==> src/omsc_pkg.sv <==
// constants shared by the optical module status and control block
package omsc_pkg;
    localparam int unsigned  OMSC_PORTS          = 4;
    localparam int unsigned  OMSC_ADDR_W         = 16;
    // printed register indices; byte address is four times the index
    localparam logic [15:0]  OMSC_STATUS_IDX     = 16'h0799;
    localparam logic [15:0]  OMSC_CONTROL_IDX    = 16'h079A;
    localparam logic [15:0]  OMSC_STATUS_ADDR    = 16'(OMSC_STATUS_IDX << 2);
    localparam logic [15:0]  OMSC_CONTROL_ADDR   = 16'(OMSC_CONTROL_IDX << 2);
    // status field positions (low bit of each four-bit field)
    localparam int unsigned  OMSC_LOS_LSB        = 20;
    localparam int unsigned  OMSC_FAULT_LSB      = 10;
    localparam int unsigned  OMSC_PRESENT_LSB    = 0;
    localparam logic [31:0]  OMSC_STATUS_RESET   = 32'h0000_0000;
    // control field positions
    localparam int unsigned  OMSC_TWP_EN_LSB     = 13;
    localparam int unsigned  OMSC_LOS_EN_BIT     = 12;
    localparam int unsigned  OMSC_FAULT_EN_BIT   = 11;
    localparam int unsigned  OMSC_PRESENT_EN_BIT = 10;
    localparam int unsigned  OMSC_TX_DIS_LSB     = 0;
    localparam logic [31:0]  OMSC_CONTROL_RESET  = 32'h0001_E000;
    localparam logic [31:0]  OMSC_CONTROL_WMASK  = 32'h0001_FC0F;
    // axi responses
    localparam logic [1:0]   OMSC_RESP_OKAY      = 2'h0;
    localparam logic [1:0]   OMSC_RESP_SLVERR    = 2'h2;
endpackage

==> src/omsc_top.sv <==
// optical module status and control registers behind an axi4-lite slave
//
// Chosen here: the AXI4-Lite register port.
`timescale 1ns/10ps
`default_nettype none
module omsc_top
    import omsc_pkg::*;
(
    input  wire logic                        aclk,
    input  wire logic                        aresetn,
    input  wire logic [omsc_pkg::OMSC_ADDR_W-1:0] s_axi_awaddr,
    input  wire logic                        s_axi_awvalid,
    output logic                             s_axi_awready,
    input  wire logic [31:0]                 s_axi_wdata,
    input  wire logic [3:0]                  s_axi_wstrb,
    input  wire logic                        s_axi_wvalid,
    output logic                             s_axi_wready,
    output logic [1:0]                       s_axi_bresp,
    output logic                             s_axi_bvalid,
    input  wire logic                        s_axi_bready,
    input  wire logic [omsc_pkg::OMSC_ADDR_W-1:0] s_axi_araddr,
    input  wire logic                        s_axi_arvalid,
    output logic                             s_axi_arready,
    output logic [31:0]                      s_axi_rdata,
    output logic [1:0]                       s_axi_rresp,
    output logic                             s_axi_rvalid,
    input  wire logic                        s_axi_rready,
    input  wire logic [omsc_pkg::OMSC_PORTS-1:0] fiber_mode,
    input  wire logic [omsc_pkg::OMSC_PORTS-1:0] loss_of_signal_inputs,
    input  wire logic [omsc_pkg::OMSC_PORTS-1:0] tx_fault_inputs,
    input  wire logic [omsc_pkg::OMSC_PORTS-1:0] module_present_inputs,
    output logic [omsc_pkg::OMSC_PORTS-1:0]      tx_disable,
    output logic [omsc_pkg::OMSC_PORTS-1:0]      two_wire_port_enable,
    output logic                             signal_loss_irq,
    output logic                             tx_fault_irq,
    output logic                             module_present_irq
);
    localparam int unsigned NP = OMSC_PORTS;

    // ------------------------------------------------------------
    // pin synchronisers
    // ------------------------------------------------------------
    logic [3*NP-1:0] pins_s;
    logic [NP-1:0]   los_s;
    logic [NP-1:0]   fault_s;
    logic [NP-1:0]   present_s;

    omsc_sync #(.WIDTH(3*NP)) u_sync (
        .aclk     (aclk),
        .aresetn  (aresetn),
        .async_in ({loss_of_signal_inputs, tx_fault_inputs, module_present_inputs}),
        .sync_out (pins_s)
    );

    // copper ports' pin levels are masked out; their tx_disable is not
    assign los_s     = pins_s[3*NP-1:2*NP] & fiber_mode;
    assign fault_s   = pins_s[2*NP-1:NP]   & fiber_mode;
    assign present_s = pins_s[NP-1:0]      & fiber_mode;

    // ------------------------------------------------------------
    // axi4-lite write channel
    // ------------------------------------------------------------
    logic                   aw_held_q, aw_held_d;
    logic [OMSC_ADDR_W-1:0] awaddr_q, awaddr_d;
    logic                   w_held_q, w_held_d;
    logic [31:0]            wdata_q, wdata_d;
    logic [3:0]             wstrb_q, wstrb_d;
    logic                   bvalid_q, bvalid_d;
    logic [1:0]             bresp_q, bresp_d;
    logic                   wr_fire;
    logic                   wr_ctrl;
    logic [31:0]            byte_mask;

    assign s_axi_awready = !aw_held_q;
    assign s_axi_wready  = !w_held_q;
    assign s_axi_bvalid  = bvalid_q;
    assign s_axi_bresp   = bresp_q;
    // one write in flight: commit only once the previous response left
    assign wr_fire = aw_held_q && w_held_q && !bvalid_q;
    assign wr_ctrl = wr_fire && (awaddr_q == OMSC_CONTROL_ADDR);

    always_comb begin
        aw_held_d = aw_held_q;
        awaddr_d  = awaddr_q;
        w_held_d  = w_held_q;
        wdata_d   = wdata_q;
        wstrb_d   = wstrb_q;
        bvalid_d  = bvalid_q;
        bresp_d   = bresp_q;
        if (s_axi_awvalid && !aw_held_q) begin
            aw_held_d = 1'b1;
            awaddr_d  = s_axi_awaddr;
        end
        if (s_axi_wvalid && !w_held_q) begin
            w_held_d = 1'b1;
            wdata_d  = s_axi_wdata;
            wstrb_d  = s_axi_wstrb;
        end
        if (bvalid_q && s_axi_bready) begin
            bvalid_d = 1'b0;
        end
        if (wr_fire) begin
            aw_held_d = 1'b0;
            w_held_d  = 1'b0;
            bvalid_d  = 1'b1;
            bresp_d   = (awaddr_q == OMSC_CONTROL_ADDR || awaddr_q == OMSC_STATUS_ADDR)
                        ? OMSC_RESP_OKAY : OMSC_RESP_SLVERR;
        end
    end

    always_ff @(posedge aclk) begin
        if (!aresetn) begin
            aw_held_q <= 1'b0;
            awaddr_q  <= '0;
            w_held_q  <= 1'b0;
            wdata_q   <= 32'h0000_0000;
            wstrb_q   <= 4'h0;
            bvalid_q  <= 1'b0;
            bresp_q   <= OMSC_RESP_OKAY;
        end else begin
            aw_held_q <= aw_held_d;
            awaddr_q  <= awaddr_d;
            w_held_q  <= w_held_d;
            wdata_q   <= wdata_d;
            wstrb_q   <= wstrb_d;
            bvalid_q  <= bvalid_d;
            bresp_q   <= bresp_d;
        end
    end

    // ------------------------------------------------------------
    // control register and its outputs
    // ------------------------------------------------------------
    logic [31:0] ctrl_q, ctrl_d;
    logic [31:0] wr_mask;
    logic        los_irq_q, fault_irq_q, present_irq_q;
    logic        los_irq_d, fault_irq_d, present_irq_d;

    genvar gb;
    generate
        for (gb = 0; gb < 4; gb++) begin : g_byte
            assign byte_mask[8*gb+7:8*gb] = {8{wstrb_q[gb]}};
        end
    endgenerate

    // status writes are accepted but store nothing; reserved bits stay zero
    assign wr_mask = byte_mask & OMSC_CONTROL_WMASK;

    always_comb begin
        ctrl_d = ctrl_q;
        if (wr_ctrl) begin
            ctrl_d = (ctrl_q & ~wr_mask) | (wdata_q & wr_mask);
        end
        los_irq_d     = ctrl_q[OMSC_LOS_EN_BIT] && (|los_s);
        fault_irq_d   = ctrl_q[OMSC_FAULT_EN_BIT] && (|fault_s);
        present_irq_d = ctrl_q[OMSC_PRESENT_EN_BIT] && (|present_s);
    end

    always_ff @(posedge aclk) begin
        if (!aresetn) begin
            ctrl_q        <= OMSC_CONTROL_RESET;
            los_irq_q     <= 1'b0;
            fault_irq_q   <= 1'b0;
            present_irq_q <= 1'b0;
        end else begin
            ctrl_q        <= ctrl_d;
            los_irq_q     <= los_irq_d;
            fault_irq_q   <= fault_irq_d;
            present_irq_q <= present_irq_d;
        end
    end

    assign tx_disable           = ctrl_q[OMSC_TX_DIS_LSB +: NP];
    // copper ports never get their management port
    assign two_wire_port_enable = ctrl_q[OMSC_TWP_EN_LSB +: NP] & fiber_mode;
    assign signal_loss_irq      = los_irq_q;
    assign tx_fault_irq         = fault_irq_q;
    assign module_present_irq   = present_irq_q;

    // ------------------------------------------------------------
    // status register and read channel
    // ------------------------------------------------------------
    logic [31:0] stat_q, stat_d;
    logic [31:0] stat_set;
    logic        rvalid_q, rvalid_d;
    logic [31:0] rdata_q, rdata_d;
    logic [1:0]  rresp_q, rresp_d;
    logic        rd_fire;
    logic        rd_stat;

    assign s_axi_arready = !rvalid_q;
    assign s_axi_rvalid  = rvalid_q;
    assign s_axi_rdata   = rdata_q;
    assign s_axi_rresp   = rresp_q;
    assign rd_fire = s_axi_arvalid && !rvalid_q;
    assign rd_stat = rd_fire && (s_axi_araddr == OMSC_STATUS_ADDR);

    always_comb begin
        stat_set = 32'h0000_0000;
        stat_set[OMSC_LOS_LSB +: NP]     = los_s;
        stat_set[OMSC_FAULT_LSB +: NP]   = fault_s;
        stat_set[OMSC_PRESENT_LSB +: NP] = present_s;
        // a level seen in the read cycle survives the clear
        stat_d = (rd_stat ? 32'h0000_0000 : stat_q) | stat_set;
        rvalid_d = rvalid_q;
        rdata_d  = rdata_q;
        rresp_d  = rresp_q;
        if (rvalid_q && s_axi_rready) begin
            rvalid_d = 1'b0;
        end
        if (rd_fire) begin
            rvalid_d = 1'b1;
            rresp_d  = OMSC_RESP_OKAY;
            if (s_axi_araddr == OMSC_STATUS_ADDR) begin
                rdata_d = stat_q;
            end else if (s_axi_araddr == OMSC_CONTROL_ADDR) begin
                rdata_d = ctrl_q;
            end else begin
                rdata_d = 32'h0000_0000;
                rresp_d = OMSC_RESP_SLVERR;
            end
        end
    end

    always_ff @(posedge aclk) begin
        if (!aresetn) begin
            stat_q   <= OMSC_STATUS_RESET;
            rvalid_q <= 1'b0;
            rdata_q  <= 32'h0000_0000;
            rresp_q  <= OMSC_RESP_OKAY;
        end else begin
            stat_q   <= stat_d;
            rvalid_q <= rvalid_d;
            rdata_q  <= rdata_d;
            rresp_q  <= rresp_d;
        end
    end
endmodule // omsc_top
`default_nettype wire

==> src/omsc_sync.sv <==
// two-flop synchroniser for a vector of pin levels
`timescale 1ns/10ps
`default_nettype none
module omsc_sync #(
    parameter int unsigned WIDTH = 4
) (
    input  wire logic             aclk,
    input  wire logic             aresetn,
    input  wire logic [WIDTH-1:0] async_in,
    output logic      [WIDTH-1:0] sync_out
);
    logic [WIDTH-1:0] meta_q;
    logic [WIDTH-1:0] meta_d;
    logic [WIDTH-1:0] sync_q;
    logic [WIDTH-1:0] sync_d;

    always_comb begin
        meta_d = async_in;
        sync_d = meta_q;
    end

    always_ff @(posedge aclk) begin
        if (!aresetn) begin
            meta_q <= '0;
            sync_q <= '0;
        end else begin
            meta_q <= meta_d;
            sync_q <= sync_d;
        end
    end

    assign sync_out = sync_q;
endmodule // omsc_sync
`default_nettype wire

==> config.mk <==
export PLATFORM = sky130hd
export DESIGN_NAME = omsc_top
export DESIGN_NICKNAME = d
export VERILOG_FILES = /design/src/omsc_pkg.sv /design/src/omsc_top.sv /design/src/omsc_sync.sv
export SDC_FILE = /design/constraint.sdc
export NUM_CORES = 1
export LEC_CHECK = 0
export ABC_AREA = 1
export BUFFER_PORTS_ARGS = -buffer_cell sky130_fd_sc_hd__clkbuf_2
export CORE_MARGIN = 4
export CORE_UTILIZATION = 49
export CTS_CLUSTER_DIAMETER = 120
export DETAILED_ROUTE_END_ITERATION = 8
export PLACE_DENSITY = 0.79
export SYNTH_ARGS = -nofsm -noshare
export SYNTH_HDL_FRONTEND = slang
export SYNTH_SLANG_ARGS = --single-unit
==> constraint.sdc <==
create_clock -name aclk -period 1.65 [get_ports aclk]
set_clock_uncertainty 0.2 [all_clocks]
set_input_delay 0.165 -clock aclk [delete_from_list [all_inputs] [get_ports aclk]]
set_output_delay 0.165 -clock aclk [all_outputs]
set_load 0.01 [all_outputs]
==> results.md, run 1 <==
- Largest net degree at the start of global routing: 45
- Post-Route Utilization: 67.5%
- Worst EP arrival: 1.67 ns
- Slew Limit Fails: 0
- Crit path required time: 1.70 ns
- Final min period: 1.63 ns
- Final period util: 98.6%
- Cell variety after synth: 24
- Worst VDD drop: 0.455 mV
- Register area share after synthesis: 50.6%
- Root Driver: clkbuf_8
- Total CTS buffers: 9
- DP HPWL: 6510 um
- Min-delay worst type: in2reg
- Max stage delay cell, worst path: dlygate4sd3_1
- Synth Instances: 538
- Core area: 7850 um^2
- Placer congestion estimate: 0.831
- Worst path bufs/invs: 4
- Kind of cell adding the most delay to the critical path: buffers and inverters
- Global Route Usage Sum: 21.5%
- Fillers: 650
- Clk_lat worst skew: 0.37 ns
- Die width: 98.3 um
- Mapped cell area: 4000 um^2
- Post-synth top flop: dfxtp_1
- RSZ-0062 raised after global routing: yes
- Yosys warning count: 0
- Total routed wirelength: 10500 um
- Max Cap Violations: 0
- Type of origin of the critical path: primary input
- DRC: 0
- Placed cells: 725
- Ys async rst share: 0%
- CTS tree: done
- DR WL/cell: 13.2 um
- Hold violation count in the final report: 0
- Vias in the first global route: 3754
- Starting DRT DRC Count: 267
- CP peak stage delay: 0.53 ns
- Port bufs: 101
- Initial cell density of the core: 50.9%
- Hold_ws: 0.118 ns
- Setup CP Type: in2reg
- CP Cell Sequence: dlygate4sd3_1, clkbuf_2, inv_1, nor2_4, inv_4, o21ai_0, a21oi_1
- Via Count: 3934
- Post-Syn Area per Cell: 7.43 um^2
- Cell with the most instances after synthesis: nand2_1
- First-pass DRT Iterations: 5
- Finished Layout Cells: 796
- Status: complete, no violations
- FF+latch count, synth: 101
- LEAKAGE: 0.00265 uW
- Grt total ovfl: 0
- Yosys top cell area share: 50.6%
- EDFF count, synth: 0
- IO Pins: 143
- Biggest area consumer among synthesized cells: dfxtp_1
- Vias per cell: 4.94
- Synth area leaders: dfxtp_1, nand2_1, nor2_1
- Fmax: 0.615 GHz
- Synth cell count leaders: nand2_1, dfxtp_1, nor2_1, inv_1, a21oi_1
- P per Cell Area: 870 nW/um^2
- Clk slew on worst S/H paths: 0.10 ns
- First-pass GRT wire length: 16800 um
- CP Capture Type: flip-flop
- Crit path max fanout: 22
- Die area: 9670 um^2
- # rows: 32
- Die Span Y: 98.3 um
- Antenna viol nets, final: 0
- CTS sink count: 101
- H-tree depth: 3
- Antenna violations before repair: 1
- Final setup vio count: 0
- Layout area overhead: 32.5%
- Share of layout cells above drive strength 1: 22.4%
- Nets: 779
- Longest Clk Path Bufs: 2
cells by family (layout without fill, tap and decap cells):
| logic type | Yosys count | count (layout) | share of synthesized area [%] |
|---|---|---|---|
| AOI/OAI and AO/OA | 72 | 72 | 9.36 |
| buffers and inverters | 105 | 242 | 12.7 |
| DFF | 101 | 101 | 50.6 |
| other | 1 | 20 | 0.0938 |
| and+or+nand+nor | 259 | 259 | 27.2 |
power by group:
part           total, uW  switching (uW)  internal (uW)
registers           2610            61.3           2550
logic                542             301            240
clock network       1460             879            580
total               4610            1240           3370
repair_timing:
item                                   4_1_cts  5_1_grt
hold buffers                                52        0
setup endpoints to repair                   16       28
pin swaps                                    0        9
gates resized for setup                      2       23
buffers inserted                             0        2
endpoints found under the hold margin       65        0
worst paths after layout:
check / from / endpoint / slack (ns) / cells past startpoint
setup / recovery: s_axi_awvalid / awaddr_q[3] / 0.02 / 7
hold / removal: s_axi_araddr[14] / s_axi_rdata[1] / 0.12 / 8
setup reg to reg: aw_held_q / flip-flop / 0.07 / 6
hold reg to reg: u_sync.meta_q[7] / u_sync.sync_out[7] / 0.21 / 2
layout make-up:
cell class / count / area [um^2] / share of cell area (%)
antenna: 1 / 2.50 / 0.0473
sequential: 101 / 2030 / 38.3
tap: 102 / 128 / 2.41
multi-input combinational: 350 / 1590 / 30.1
timing repair buffer: 164 / 1120 / 21.2
clock buffer: 10 / 128 / 2.41
clock inverter: 6 / 56.3 / 1.06
inverter: 62 / 235 / 4.44
worst reg2reg max path: cells and delay by family (launching register included):
family / cells / cell delay (ns)
buffers and inverters: 2 / 0.24
DFF: 1 / 0.38
and+or+nand+nor: 4 / 0.65
layer usage:
layer | global-route usage [%] | up-vias | wire length (um)
met5 | 0 | - | 0
met4 | 14.2 | 0 | 648
met3 | 5.86 | 58 | 734
met2 | 35.8 | 180 | 5050
met1 | 24.1 | 1762 | 4100
li1 | - | 1934 | -
per-stage QoR:
step                power, uW  worst slack [ns]  setup TNS, ns  cell area, um^2
floorplan                2920             0.220              0             4070
global placement         3040           -0.0868         -0.513             4500
detailed placement       3060            -0.156          -1.14             4500
CTS                      4590           0.00192              0             5210
global route             4820           -0.0370        -0.0995             5300
finish                   4610            0.0228              0             5300
cells in the final DEF (no fill, tap or decap), drive strengths merged:
| cell | Yosys | routed |
|---|---|---|
| conb | 1 | 19 |
| o21ai | 30 | 30 |
| nor2 | 87 | 87 |
| nand4 | 6 | 6 |
| nor3 | 1 | 1 |
| nand3 | 32 | 32 |
| clkinv | 0 | 2 |
| a41oi | 3 | 3 |
| dlygate4sd3 | 0 | 52 |
| dfxtp | 101 | 101 |
| o21a | 1 | 1 |
| clkbuf | 11 | 111 |
| clkinvlp | 0 | 1 |
| nand2 | 133 | 133 |
| buf | 32 | 11 |
| inv | 62 | 65 |
| diode | 0 | 1 |
| a21oi | 38 | 38 |
Note: power is estimated with default switching activity, not from simulation.
==> run 2, diff against run 1 <==
--- a/config.mk
+++ b/config.mk
@@ -12,6 +12,7 @@
 export CTS_CLUSTER_DIAMETER = 120
 export DETAILED_ROUTE_END_ITERATION = 8
 export PLACE_DENSITY = 0.79
+export SETUP_SLACK_MARGIN = 0.2
 export SYNTH_ARGS = -nofsm -noshare
 export SYNTH_HDL_FRONTEND = slang
 export SYNTH_SLANG_ARGS = --single-unit
==> results.md, run 2 (synthesis results as in run 1) <==
- Status: complete, no violations (unchanged)
- Clk slew on worst S/H paths: 0.10 ns (about the same)
- Hold violation count in the final report: 0 (unchanged)
- P per Cell Area: 863 nW/um^2 (was 870 nW/um^2)
- Core area: 7850 um^2 (unchanged)
- Clk_lat worst skew: 0.37 ns (about the same)
- Layout area overhead: 35.0% (was 32.5%)
- Die width: 98.3 um (unchanged)
- Initial cell density of the core: 50.9% (unchanged)
- IO Pins: 143 (unchanged)
- Nets: 781 (was 779)
- LEAKAGE: 0.00267 uW (was 0.00265 uW)
- Type of origin of the critical path: flip-flop (was primary input)
- CTS tree: done (unchanged)
- Port bufs: 101 (unchanged)
- Sequential share of power: 56.2% (was 56.6%)
- DR WL/cell: 13.5 um (was 13.2 um)
- Min-delay worst type: in2reg (unchanged)
- Clock power share: 31.5% (was 31.7%)
- Largest net degree at the start of global routing: 45 (unchanged)
- CP Capture Type: flip-flop (unchanged)
- First-pass GRT wire length: 17100 um (was 16800 um)
- Crit path max fanout: 4 (was 22)
- Placer congestion estimate: 0.831 (unchanged)
- Starting DRT DRC Count: 276 (was 267)
- # rows: 32 (unchanged)
- Crit path required time: 1.76 ns (was 1.70 ns)
- Longest Clk Path Bufs: 2 (unchanged)
- Inserted Diodes: 0 (was 1)
- Antenna viol nets, final: 0 (unchanged)
- RSZ-0062 raised after global routing: yes (unchanged)
- Die Span Y: 98.3 um (unchanged)
- Max Cap Violations: 0 (unchanged)
- Vias per cell: 4.99 (was 4.94)
- Vias in the first global route: 3731 (was 3754)
- First-pass DRT Iterations: 5 (unchanged)
- Commonest non-fill, non-tap cells in the layout: nand2_1, clkbuf_2, dfxtp_1, nor2_1, dlygate4sd3_1 (was nand2_1, clkbuf_2, dfxtp_1, nor2_1, inv_1)
- Final setup vio count: 0 (unchanged)
- Combinational power share: 12.2% (was 11.8%)
- Int Pwr: 3390 uW (was 3370 uW)
- DP HPWL: 6510 um (unchanged)
- Final period util: 94.7% (was 98.6%)
- Tot Pwr: 4660 uW (was 4610 uW)
- Most common cell after layout, fill and taps aside: nand2_1 (unchanged)
- CTS sink count: 101 (unchanged)
- Slew Limit Fails: 0 (unchanged)
- Die area: 9670 um^2 (unchanged)
- Share of layout cells above drive strength 1: 27.1% (was 22.4%)
- Via Count: 3980 (was 3934)
- Fmax: 0.640 GHz (was 0.615 GHz)
- Total CTS buffers: 9 (unchanged)
- Grt total ovfl: 0 (unchanged)
- Antenna violations before repair: 0 (was 1)
- Net Sw Power: 1270 uW (was 1240 uW)
- Final TNS setup: 0 ns (unchanged)
- DRC: 0 (unchanged)
- Total routed wirelength: 10800 um (was 10500 um)
- H-tree depth: 3 (unchanged)
- Worst EP arrival: 1.67 ns (about the same)
- Net Sw Frac: 27.3% (was 26.9%)
- Root Driver: clkbuf_8 (unchanged)
- Setup CP Type: reg2reg (was in2reg)
- Global Route Usage Sum: 21.8% (was 21.5%)
- Final min period: 1.56 ns (was 1.63 ns)
- Worst VDD drop: 0.453 mV (was 0.455 mV)
==> run 2: repair_timing <==
action	CTS	global route
pin swaps	8	13
hold endpoints to repair	65	0
setup endpoints to repair	27	44
gates resized for setup	31	38
hold buffers	52	0
setup buffers	1	3
==> run 2: layout make-up <==
class,instances,area (um^2)
fillers,635,2450
flip-flops and latches,101,2040
multi-input cells,350,1640
clock buffers,10,128
clock inverters,6,56.3
repair buffers,166,1160
inverters,62,239
well taps,102,128
==> run 2: through the flow <==
| step | hold WS (ns) | instance area [um^2] | setup slack [ns] | instances | utilization (%) |
|---|---|---|---|---|---|
| 2_1_floorplan | 0.0626 | 4070 | 0.220 | 556 | - |
| 3_3_place_gp | 0.149 | 4500 | -0.0868 | 725 | 57.4 |
| 3_5_place_dp | 0.151 | 4500 | -0.156 | 725 | 57.4 |
| 4_1_cts | 0.0344 | 5300 | 0.158 | 794 | 67.5 |
| 5_1_grt | 0.126 | 5400 | 0.00391 | 797 | 68.8 |
| 6_report | 0.0920 | 5400 | 0.0878 | 797 | 68.8 |
==> run 2: worst max-delay path, cell delays in order, from the launching register on <==
cell     delay (ns)
dfxtp_2        0.35
inv_2          0.05
nor2_4         0.08
nand3_2        0.10
nor2_4         0.19
nand4_1        0.26
nand2_1        0.14
nand2_1        0.05
nor2_1         0.09
==> run 2: power groups by stage <==
stage / Combinational (uW) / Clock (uW) / Sequential [uW]
after global routing: 628 / 1590 / 2630
after CTS: 522 / 1480 / 2600
after floorplan: 281 / 0 / 2640
final: 569 / 1470 / 2620
after global placement: 391 / 0 / 2650
after detailed placement: 403 / 0 / 2650
==> run 2: final timing paths <==
check / from / to / slack (ns) / cells after the start
worst max register to register: awaddr_q[12] / flip-flop / 0.09 / 8
worst min register to register: u_sync.meta_q[7] / u_sync.sync_out[7] / 0.21 / 2
worst min-delay path: s_axi_awvalid / awaddr_q[1] / 0.09 / 5
worst max-delay path: awaddr_q[12] / flip-flop / 0.09 / 8
==> run 2: per-layer routing <==
metal	global-route usage [%]	vias up	wire, um
met5	0	-	0
met4	12.2	0	567
met3	4.36	52	809
met2	37.4	208	5260
met1	25.2	1780	4120
li1	-	1940	-
